`src/rtl/fseq_defines.vh`:
```
// Constants for the flash program/erase sequencer: command codes,
// timing-clock limits, per-command tick counts and state codes.
// Assumes inclusion by bare name from the rtl/ modules only.
`ifndef FSEQ_DEFINES_VH
`define FSEQ_DEFINES_VH

// Core clock rate and permitted timing-clock window, in Hz
`define FSEQ_CORE_CLK_HZ 100000000
`define FSEQ_FLASH_TIMING_CLOCK_MIN_HZ 150000
`define FSEQ_FLASH_TIMING_CLOCK_MAX_HZ 200000

// Command codes
`define FSEQ_CMD_BLANK 8'h05
`define FSEQ_CMD_BYTE_PROG 8'h20
`define FSEQ_CMD_BURST_PROG 8'h25
`define FSEQ_CMD_SECT_ERASE 8'h40
`define FSEQ_CMD_MASS_ERASE 8'h41
`define FSEQ_CMD_ERASE_ABORT 8'h47

// Command durations in timing-clock periods
`define FSEQ_BYTE_TICKS 16'h0009
`define FSEQ_BURST_TICKS 16'h0004
`define FSEQ_ABORT_TICKS 16'h0004
`define FSEQ_SECT_TICKS 16'h0fa0
`define FSEQ_MASS_TICKS 16'h4e20
`define FSEQ_BLANK_TICKS 16'h0004

// Sequencer states, one-hot
`define FSEQ_ST_IDLE 4'h1
`define FSEQ_ST_LATCHED 4'h2
`define FSEQ_ST_ARMED 4'h4
`define FSEQ_ST_RUN 4'h8

`endif

```
`src/rtl/fseq_timebase.v`:
```
// Timing-clock generator: one-cycle tick every (divider + 1) core cycles.
// Assumes run restarts the phase so each command sees whole periods.
`timescale 1ns/1ps

module fseq_timebase #(
    parameter DIV_W = 10
) (
    input wire core_clk, // Core clock
    input wire resetn, // Synchronous reset, active low
    input wire ce, // Clock enable, freezes state when low
    input wire run, // Count while high, restart phase when low
    input wire [DIV_W-1:0] div, // Period minus one, in core cycles
    output wire tick // One-cycle pulse per timing-clock period
);

    reg [DIV_W-1:0] cnt_q;

    assign tick = run && (cnt_q == div);

    // Period counter
    always @(posedge core_clk) begin
        if (!resetn) begin
            cnt_q <= {DIV_W{1'b0}};
        end else if (ce) begin
            if (!run || tick) begin
                cnt_q <= {DIV_W{1'b0}};
            end else begin
                cnt_q <= cnt_q + {{(DIV_W-1){1'b0}}, 1'b1};
            end
        end
    end

endmodule // fseq_timebase

```
`src/rtl/fseq_sequencer.v`:
```
// Flash program/erase command sequencer with one-time timing divider.
// Assumes bus-side write strobes are one-cycle pulses on core_clk and
// that the flash array reacts to the high-voltage enables it drives.
//
// Summary of operation
// - Refuse commands until divider gives 150-200 kHz
// - Divider accepts one write after reset only
// - Pulses timed in whole timing-clock periods
// - Byte program 9, burst/abort 4 periods
// - Sector erase 4000, mass erase 20000 periods
// - Array write first; address and data latched
// - Erase and blank check ignore latched data
// - Codes 0x05, 0x20, 0x25 recognised
// - Codes 0x40, 0x41; 0x47 only as sector-erase abort
// - Command write captured, must follow array write
// - Mass erase only when nothing protected
`timescale 1ns/1ps
`include "fseq_defines.vh"

module fseq_sequencer #(
    parameter DIV_W = 10,
    parameter AW = 16,
    parameter [15:0] SECT_TICKS = `FSEQ_SECT_TICKS,
    parameter [15:0] MASS_TICKS = `FSEQ_MASS_TICKS
) (
    input wire core_clk, // Core clock, 100 MHz
    input wire resetn, // Synchronous reset, active low
    input wire ce, // Clock enable
    input wire div_wr, // Divider write strobe
    input wire [DIV_W-1:0] div_val, // Divider value, period minus one
    input wire arr_wr, // Array write strobe
    input wire [AW-1:0] arr_addr, // Array write address
    input wire [7:0] arr_data, // Array write data
    input wire cmd_wr, // Command code write strobe
    input wire [7:0] cmd_code, // Command code
    input wire launch, // Launch strobe
    input wire err_clr, // Clear access error flag
    input wire done_clr, // Clear completion flag
    input wire blk_protected, // Some part of the block is protected
    output reg divider_locked, // Divider has been written
    output wire flash_timing_clock_ok, // Divider written and in range
    output reg access_error_flag, // Sticky access error
    output reg cmd_done_flag, // Sticky command complete
    output reg abort_flag, // Sticky: sector erase was aborted
    output wire busy, // Command running
    output wire flash_timing_clock_tick, // Timing-clock tick
    output reg hv_prog, // Program voltage enable
    output reg hv_erase, // Erase voltage enable
    output reg [AW-1:0] flash_addr, // Latched address
    output reg [7:0] flash_data // Latched data
);

    // Period limits in core cycles: shortest rounds up, longest down
    localparam integer PER_MIN =
        (`FSEQ_CORE_CLK_HZ + `FSEQ_FLASH_TIMING_CLOCK_MAX_HZ - 1) / `FSEQ_FLASH_TIMING_CLOCK_MAX_HZ;
    localparam integer PER_MAX = `FSEQ_CORE_CLK_HZ / `FSEQ_FLASH_TIMING_CLOCK_MIN_HZ;

    reg [DIV_W-1:0] div_q;
    reg [3:0] state_q;
    reg [3:0] state_d;
    reg [7:0] cmd_q;
    reg [15:0] rem_q;
    reg err_set;
    wire [31:0] period;
    wire in_run;
    wire run_last;
    wire abort_hit;

    // Code recognition
    function is_valid;
        input [7:0] code;
        begin
            case (code)
                `FSEQ_CMD_BLANK, `FSEQ_CMD_BYTE_PROG, `FSEQ_CMD_BURST_PROG: is_valid = 1'b1;
                `FSEQ_CMD_SECT_ERASE, `FSEQ_CMD_MASS_ERASE: is_valid = 1'b1;
                default: is_valid = 1'b0;
            endcase
        end
    endfunction

    // Duration of each command in timing-clock periods
    function [15:0] ticks_for;
        input [7:0] code;
        begin
            case (code)
                `FSEQ_CMD_BYTE_PROG: ticks_for = `FSEQ_BYTE_TICKS;
                `FSEQ_CMD_BURST_PROG: ticks_for = `FSEQ_BURST_TICKS;
                `FSEQ_CMD_SECT_ERASE: ticks_for = SECT_TICKS;
                `FSEQ_CMD_MASS_ERASE: ticks_for = MASS_TICKS;
                `FSEQ_CMD_ERASE_ABORT: ticks_for = `FSEQ_ABORT_TICKS;
                default: ticks_for = `FSEQ_BLANK_TICKS;
            endcase
        end
    endfunction

    // Programming operations drive the program voltage
    function is_prog;
        input [7:0] code;
        begin
            is_prog = (code == `FSEQ_CMD_BYTE_PROG) || (code == `FSEQ_CMD_BURST_PROG);
        end
    endfunction

    // Timing clock window check
    assign period = {{(32-DIV_W){1'b0}}, div_q} + 32'd1;
    assign flash_timing_clock_ok = divider_locked && (period >= PER_MIN) && (period <= PER_MAX);

    assign in_run = (state_q == `FSEQ_ST_RUN);
    assign busy = in_run;
    assign run_last = in_run && flash_timing_clock_tick && (rem_q == 16'h0001);
    assign abort_hit = in_run && cmd_wr && (cmd_code == `FSEQ_CMD_ERASE_ABORT)
        && (cmd_q == `FSEQ_CMD_SECT_ERASE);

    fseq_timebase #(
        .DIV_W(DIV_W)
    ) u_timebase (
        .core_clk(core_clk),
        .resetn(resetn),
        .ce(ce),
        .run(in_run),
        .div(div_q),
        .tick(flash_timing_clock_tick)
    );

    // Next state and error detection
    always @* begin
        state_d = state_q;
        err_set = 1'b0;
        case (state_q)
            `FSEQ_ST_IDLE: begin
                if (cmd_wr || launch) begin
                    err_set = 1'b1;
                end else if (arr_wr && !access_error_flag) begin
                    state_d = `FSEQ_ST_LATCHED;
                end
            end
            `FSEQ_ST_LATCHED: begin
                if (arr_wr || launch) begin
                    err_set = 1'b1;
                    state_d = `FSEQ_ST_IDLE;
                end else if (cmd_wr) begin
                    if (is_valid(cmd_code)) begin
                        state_d = `FSEQ_ST_ARMED;
                    end else begin
                        err_set = 1'b1;
                        state_d = `FSEQ_ST_IDLE;
                    end
                end
            end
            `FSEQ_ST_ARMED: begin
                if (arr_wr || cmd_wr) begin
                    err_set = 1'b1;
                    state_d = `FSEQ_ST_IDLE;
                end else if (launch) begin
                    if (!flash_timing_clock_ok) begin
                        err_set = 1'b1;
                        state_d = `FSEQ_ST_IDLE;
                    end else if ((cmd_q == `FSEQ_CMD_MASS_ERASE) && blk_protected) begin
                        err_set = 1'b1;
                        state_d = `FSEQ_ST_IDLE;
                    end else begin
                        state_d = `FSEQ_ST_RUN;
                    end
                end
            end
            `FSEQ_ST_RUN: begin
                if (arr_wr || launch || (cmd_wr && !abort_hit)) begin
                    err_set = 1'b1;
                end
                if (run_last) begin
                    state_d = `FSEQ_ST_IDLE;
                end
            end
            default: begin
                state_d = `FSEQ_ST_IDLE;
            end
        endcase
    end

    // Divider: one write after reset, later writes ignored
    always @(posedge core_clk) begin
        if (!resetn) begin
            div_q <= {DIV_W{1'b0}};
            divider_locked <= 1'b0;
        end else if (ce) begin
            if (div_wr && !divider_locked) begin
                div_q <= div_val;
                divider_locked <= 1'b1;
            end
        end
    end

    // State, latched operands and command buffer
    always @(posedge core_clk) begin
        if (!resetn) begin
            state_q <= `FSEQ_ST_IDLE;
            cmd_q <= 8'h00;
            flash_addr <= {AW{1'b0}};
            flash_data <= 8'h00;
        end else if (ce) begin
            state_q <= state_d;
            if ((state_q == `FSEQ_ST_IDLE) && (state_d == `FSEQ_ST_LATCHED)) begin
                flash_addr <= arr_addr;
                flash_data <= arr_data;
            end
            if ((state_q == `FSEQ_ST_LATCHED) && (state_d == `FSEQ_ST_ARMED)) begin
                cmd_q <= cmd_code;
            end else if (abort_hit) begin
                cmd_q <= `FSEQ_CMD_ERASE_ABORT;
            end
        end
    end

    // Remaining period count for the running command
    always @(posedge core_clk) begin
        if (!resetn) begin
            rem_q <= 16'h0000;
        end else if (ce) begin
            if ((state_q == `FSEQ_ST_ARMED) && (state_d == `FSEQ_ST_RUN)) begin
                rem_q <= ticks_for(cmd_q);
            end else if (abort_hit) begin
                rem_q <= `FSEQ_ABORT_TICKS;
            end else if (in_run && flash_timing_clock_tick) begin
                rem_q <= rem_q - 16'h0001;
            end
        end
    end

    // High-voltage enables; data only matters for programming
    always @(posedge core_clk) begin
        if (!resetn) begin
            hv_prog <= 1'b0;
            hv_erase <= 1'b0;
        end else if (ce) begin
            hv_prog <= (state_d == `FSEQ_ST_RUN) && is_prog(cmd_q);
            hv_erase <= (state_d == `FSEQ_ST_RUN) && !abort_hit
                && ((cmd_q == `FSEQ_CMD_SECT_ERASE) || (cmd_q == `FSEQ_CMD_MASS_ERASE));
        end
    end

    // Sticky flags; a new event wins over a clear in the same cycle
    always @(posedge core_clk) begin
        if (!resetn) begin
            access_error_flag <= 1'b0;
            cmd_done_flag <= 1'b0;
            abort_flag <= 1'b0;
        end else if (ce) begin
            if (err_set) begin
                access_error_flag <= 1'b1;
            end else if (err_clr) begin
                access_error_flag <= 1'b0;
            end
            if (run_last) begin
                cmd_done_flag <= 1'b1;
            end else if (done_clr || launch) begin
                cmd_done_flag <= 1'b0;
            end
            if (abort_hit) begin
                abort_flag <= 1'b1;
            end else if (done_clr) begin
                abort_flag <= 1'b0;
            end
        end
    end

endmodule // fseq_sequencer

```
`config.mk`:
```
export PLATFORM = sky130hd
export DESIGN_NAME = fseq_sequencer
export DESIGN_NICKNAME = d
export VERILOG_FILES = /design/src/rtl/fseq_timebase.v /design/src/rtl/fseq_sequencer.v
export VERILOG_INCLUDE_DIRS = /design/src /design/src/rtl
export SDC_FILE = /design/constraint.sdc
export NUM_CORES = 1
export LEC_CHECK = 0
export CORE_ASPECT_RATIO = 0.8
export CORE_UTILIZATION = 40
export CTS_CLUSTER_DIAMETER = 60
export DETAILED_ROUTE_END_ITERATION = 8
export DONT_BUFFER_PORTS = 1
export PLACE_DENSITY = 0.62
export SYNTH_ARGS = -nofsm -noshare
export SYNTH_HDL_FRONTEND = slang
export SYNTH_SLANG_ARGS = --single-unit
```
`constraint.sdc`:
```
create_clock -name core_clk -period 2.85 [get_ports core_clk]
set_input_delay 0.4275 -clock core_clk [delete_from_list [all_inputs] [get_ports core_clk]]
set_output_delay 0.4275 -clock core_clk [all_outputs]
set_load 0.01 [all_outputs]
```
==> results.md, run 1 <==
- Mapped Area: 0.004273 mm2
- Dpl cells: 674
- Largest net degree at the start of global routing: 37
- CP dominant cell by count: buf_4
- Ports: 85
- Nets: 602
- Post-route setup TNS: 0 ns
- Worst Path Buf+Inv: 3
- Setup crit start kind: flop
- DR vias: 3896
- Wire length on met3: 747 um
- Slew headroom: 0.5137
- Share of cells above drive strength 1: 0.1200
- Max IR drop VDD: 0.3568 mV
- Residual DRC: 0
- Max layer used: met4
- Crit path required time: 2.42 ns
- Final Worst Setup Slack: 0.1596 ns
- Tcrit/Tclk final: 0.9440
- Crit path time final: 2.690 ns
- Vias in the first global route: 3583
- Synth Flop Type: dfxtp_1
- Final wirelength: 11180 um
- Clock Skew: 0.007861 ns
- Power Total: 2.699 mW
- Setup crit end kind: primary output
- Worst path cell trace: buf_4, ha_1, nand2b_1, a221oi_1, o21a_1, o211ai_1, buf_4, nand3_1, inv_2
- Number of synthesized flops with an enable pin: 0
- Antenna-violating nets left: 0
- First-pass GRT wire length: 17970 um
- Router iterations before antenna repair: 5
- Worst-path fanout max: 9
- Flop and latch count out of synthesis: 78
- Die area: 0.01110 mm2
- Post-Syn Instances: 537
- Synth unique cells: 66
- Worst-Margin Slew: 0.7246 ns
- CTS root buf: clkbuf_16
- Place WS: 0.03755 ns
- Setup violations, final: 0
- Initial Util: 0.4139
- Post-Layout Cell Count: 690
- Drt wl/cell: 16.20 um
- Power Density: 544.7 mW/mm2
- Remaining global-route overflow: 0
- Inserted Clock Buffers: 9
- CP max-delay cell: dfxtp_2
- Number of synthesis warnings: 0
- Clock latency at the later pin of the worst-skew pair: 0.34 ns
- R2r setup slk: 0.22 ns
- Die X: 117.6 um
- Initial antenna violation count: 0
- Worst-case clock buffer depth: 2
- Routed wl met2: 5181 um
- CTS tree: done
- Arrival @ worst endpoint: 2.26 ns
- Die H: 94.44 um
- Post-Syn Nets: 594
- CP delay by family, top: compound AO/OA/AOI/OAI gates
- Met1 Wirelength: 5192 um
- # rows: 33
- Cts hold-fix bufs: 0
- Critical path class: flop to primary output
- Commonest cells after routing, fill and taps aside: 76 x nor2_1, 76 x dfxtp_1, 58 x nand2_1, 32 x a21oi_1, 29 x buf_4
- Routability cong.: 0.8250
- Synth Area per Inst: 7.957 um2
- Layout area overhead: 15.96%
- Max Fclk: 371.7 MHz
- Via-to-Cell Ratio: 5.646
- Crit-path max cell delay: 0.34 ns
- Reg clk slew, reported paths: 0.06 ns
- I/O Buffers: 0
- H-tree levels: 3
- Status: finished clean
- Leakage power: 1.982 nW
- Ant. Diodes: 0
- Post-DP HPWL: 8223 um
- Slew Limit Fails: 0
- GRT Total Usage: 0.2035
- First DRT Iteration DRCs: 288
- Unrepaired setup endpoints after global routing: no
- Register area share after synthesis: 0.3654
- Max Cap Violations: 0
- CTS Sinks: 78
- Share of flip-flops with an asynchronous set or reset: 0
- Core footprint: 0.01032 mm2
- Final Hold Viols: 0
- HP Class: input port to flop
[flip-flops by register name, indices dropped and copies added, names as in the netlist]
register and flops:
flash_addr 16, rem_q 16, div_q 10, u_timebase.cnt_q 10, cmd_q 8, flash_data 8, state_q 4, abort_flag 1
access_error_flag 1, cmd_done_flag 1, divider_locked 1, hv_erase 1, hv_prog 1
[worst register-to-register path, stage by stage (launching register included)]
cell and delay [ns]:
dfxtp_1 0.38, or4b_1 0.62, or2_2 0.38, or4_4 0.59, o311ai_1 0.14, a21boi_1 0.12, o31a_1 0.30
[through the flow]
step	area (um2)	util	hold slack [ns]
after floorplan	4273	-	0.4076
final	4955	0.4800	0.1824
after global routing	4955	0.4800	0.1792
after global placement	4557	0.4415	0.4211
after CTS	4927	0.4773	0.1706
after detailed placement	4557	0.4415	0.4221
[Yosys cell counts (all sizes together) (3+ instances only)]
master	count	area share
dfxtp	78	0.37
nor2	76	0.067
nand2	58	0.051
a21oi	32	0.037
clkbuf	29	0.025
mux2i	28	0.066
nor3	19	0.022
nand3	16	0.020
inv	15	0.013
xnor2	14	0.029
nand4	13	0.019
o21ai	11	0.013
xor2	11	0.023
nor4	9	0.015
and3	8	0.012
and2	7	0.010
o22ai	6	0.0088
o41ai	6	0.014
ha	5	0.015
nand2b	5	0.0073
nor4b	5	0.010
or2	5	0.0073
a211oi	4	0.0070
a31oi	4	0.0059
buf	4	0.0047
nor2b	4	0.0059
o211ai	4	0.0070
o31a	4	0.0082
o31ai	4	0.0070
or3	4	0.0059
or4	4	0.0079
a21o	3	0.0053
and3b	3	0.0062
nand3b	3	0.0053
nand4b	3	0.0062
o311ai	3	0.0062
[power breakdown]
part	total, mW	internal, mW	switching (mW)
Clock	1.42	0.949	0.473
Combinational	0.149	0.0613	0.0873
Sequential	1.13	1.11	0.0216
[kinds of logic after synthesis]
group | synth area share
fa+ha+maj | 0.01464
simple gates | 0.2922
xor+xnor | 0.05124
flops | 0.3654
buf+inv | 0.04334
compound gates | 0.1649
mux | 0.06823
[cell type report]
cell class | count | area [um2]
Timing Repair Buffer | 30 | 237.7
Tap cell | 140 | 175.2
Fill cell | 1035 | 5368
Inverter | 15 | 56.30
Multi-Input combinational cell | 411 | 2554
Sequential cell | 78 | 1564
Clock inverter | 7 | 142.6
Clock buffer | 9 | 225.2
[timing repair]
action,4_1_cts,5_1_grt
setup endpoints to repair,1,13
pin swaps,0,2
gates resized for setup,1,7
setup buffers,0,0
[final timing paths]
kind	end	depth (start not counted)	from
max	flash_timing_clock_ok	9	div_q[1]
min reg2reg	cmd_q[7]	2	cmd_q[7]
min	state_q[0]	1	resetn
max reg2reg	rem_q[10]	6	state_q[2]
[layer usage]
metal | vias up | track usage
li1 | 1946 | -
met1 | 1837 | 0.2683
met2 | 108 | 0.3279
met3 | 5 | 0.05737
met4 | 0 | 0.05342
met5 | - | 0
(Power assumes the default switching activity.)
==> run 2, diff against run 1 <==
Settings changed: CTS_CLUSTER_DIAMETER 60 to not set, PLACE_DENSITY 0.62 to 0.64, SLEW_MARGIN set to 20.
Clock period 2.85 ns to 2.4 ns, I/O delays scaled along.
==> run 2 against run 1 <==
Compared with the run above: the flow now finishes with violations (negative setup slack); count of clock-buffer cells in the layout is 1 higher; register-to-register slack lost 0.26 ns; first-iteration DRC count is 4.2% higher; critical path depth unchanged; via count increased by 11%; die area did not move; utilization grew 6.9 points; clock skew shrank 0.00088 ns; clock power is 14% higher; power is 18% higher; global-route usage up 1.9 points.
==> results.md, run 2 (synthesized netlist as in run 1, its figures left out) <==
- H-tree levels: 3 (unchanged)
- Via-to-Cell Ratio: 5.853 (+3.7%)
- Switching Fraction: 0.2253 (+0.009660)
- Register Area: 0.001575 mm2 (+0.72%)
- Final wirelength: 12740 um (+14%)
- Max Fclk: 410.5 MHz
- Drt wl/cell: 17.29 um (+6.7%)
- Die X: 117.6 um (unchanged)
- Die H: 94.44 um (unchanged)
- Remaining global-route overflow: 0 (unchanged)
- Antenna-violating nets left: 0 (unchanged)
- Fill cell count: 923 (-11%)
- Share of cells above drive strength 1: 0.2797 (+0.1597)
- Vias in the first global route: 4011 (+12%)
- Ports: 85 (unchanged)
- Final Hold Viols: 0 (unchanged)
- Commonest non-fill, non-tap cell in the layout: nor2_1
- Crit path time final: 2.436 ns
- Initial antenna violation count: 0 (unchanged)
- First DRT Iteration DRCs: 300 (+4.2%)
- Clock Skew: 0.006982 ns (-0.0008782 ns)
- Crit-path max cell delay: 0.53 ns (+0.19 ns)
- Post-Layout Cell Count: 737 (+6.8%)
- Post-route setup TNS: -0.1176 ns (-0.1176 ns)
- Top Registers: flash_addr: 16 flops, rem_q: 16 flops
- CP delay by family, top: simple AND/OR/NAND/NOR gates
- Area of the multi-input gates: 0.002865 mm2 (+12%)
- Tcrit/Tclk final: 1.015
- Clock latency at the later pin of the worst-skew pair: 0.34 ns (about the same)
- CTS Sinks: 78 (unchanged)
- Wire length on met3: 982 um (+31%)
- Router iterations before antenna repair: 5 (unchanged)
- Place WS: -0.1622 ns (-0.1998 ns)
- Power Total: 3.175 mW (+18%)
- CTS tree: done
- Max Cap Violations: 0 (unchanged)
- Power Density: 560.4 mW/mm2 (+2.9%)
- Commonest cells after routing, fill and taps aside: 74 x nor2_1, 69 x dfxtp_1, 65 x buf_4, 54 x nand2_1, 30 x a21oi_1
- Max IR drop VDD: 0.4127 mV (+16%)
- Inserted Clock Buffers: 9 (unchanged)
- GRT Total Usage: 0.2227 (+0.01918)
- # rows: 33 (unchanged)
- Setup crit end kind: flop
- CP dominant cell by count: buf_4
- Nets: 649 (+7.8%)
- Worst-Margin Slew: 0.5787 ns (-0.1459 ns)
- Ant. Diodes: 0 (unchanged)
- Setup crit start kind: flop
- Slew Limit Fails: 0 (unchanged)
- Worst path cell trace: or4_4, or3_4, nor4_4, buf_4, o21ai_0, o41ai_2, buf_4, nor3b_1, nor3_1
- Setup violations, final: 7 (+7)
- Placed Instance Area: 0.004790 mm2 (+5.1%)
- Met1 Wirelength: 5737 um (+10%)
- Worst-path fanout max: 4 (-5)
- Crit path required time: 2.62 ns (+0.20 ns)
- Max layer used: met4
- Leakage power: 2.292 nW (+16%)
- Routed wl met2: 5839 um (+13%)
- First-pass GRT wire length: 19820 um (+10%)
- Worst-case clock buffer depth: 2 (unchanged)
- Clock power share: 0.511 (-0.016)
- Worst Path Buf+Inv: 2 (-1)
- Core footprint: 0.01032 mm2 (unchanged)
- Combinational share of power: 0.066 (+0.011)
- Die area: 0.01110 mm2 (unchanged)
- Failing checks: negative setup slack
- DR vias: 4314 (+11%)
- Post-Route Utilization: 0.5490 (+0.06897)
- Post-DP HPWL: 8563 um (+4.1%)
- Routability cong.: 0.9522 (+15%)
- Critical path class: flop to flop
- CP max-delay cell: or4_4
- Largest net degree at the start of global routing: 57 (+54%)
- Slew headroom: 0.6128 (+0.09906)
- CTS root buf: clkbuf_16
- Reg clk slew, reported paths: 0.06 ns (about the same)
- Status: complete, but fails checks
- Switching power: 0.7153 mW (+23%)
- I/O Buffers: 0 (unchanged)
- Initial Util: 0.4139 (unchanged)
- Arrival @ worst endpoint: 2.66 ns (+0.40 ns)
- Dpl cells: 702 (+4.2%)
- Final Worst Setup Slack: -0.03592 ns (-0.1955 ns)
- Hold Worst Slack: 0.1004 ns (-0.08203 ns)
- Unrepaired setup endpoints after global routing: yes
- Register share of total power: 0.423 (+0.005)
- Residual DRC: 0 (unchanged)
- Fin area: 0.005667 mm2 (+14%)
- HP Class: input port to flop
- P_int: 2.460 mW (+16%)
- Layout area overhead: 32.62%
==> run 2: layer usage <==
layer | global-route usage | vias to the layer above
met2 | 0.3501 | 183
met5 | 0 | -
li1 | - | 2047
met3 | 0.06944 | 19
met1 | 0.2926 | 2065
met4 | 0.06838 | 0
==> run 2: path summary, 6_finish.rpt <==
kind | startpoint | end | slack (ns) | depth (start not counted)
max | cmd_q[7] | rem_q[0] | -0.04 | 9
min | resetn | state_q[0] | 0.10 | 1
max reg2reg | cmd_q[7] | rem_q[0] | -0.04 | 9
min reg2reg | cmd_q[7] | cmd_q[7] | 0.43 | 2
==> run 2: what timing repair did <==
item / CTS / global route
cloned: 1 / 0
setup endpoints to repair: 19 / 53
pin swaps: 15 / 28
buffers inserted: 11 / 7
gates resized for setup: 34 / 51
hold buffers: 0 / 0
==> run 2: area by class of cell <==
type | instances | area share
Tap cell | 140 | 0.03091
Sequential cell | 78 | 0.2780
Clock inverter | 6 | 0.02053
Inverter | 15 | 0.009936
Timing Repair Buffer | 77 | 0.1128
Multi-Input combinational cell | 411 | 0.5056
Clock buffer | 10 | 0.04217
==> run 2: power groups by stage <==
stage / combinational (mW) / sequential (mW) / clock [mW]
2_1_floorplan: 0.145 / 1.36 / 0
3_3_place_gp: 0.181 / 1.37 / 0
3_5_place_dp: 0.185 / 1.37 / 0
4_1_cts: 0.197 / 1.34 / 1.64
5_1_grt: 0.229 / 1.34 / 1.71
6_report: 0.210 / 1.34 / 1.62
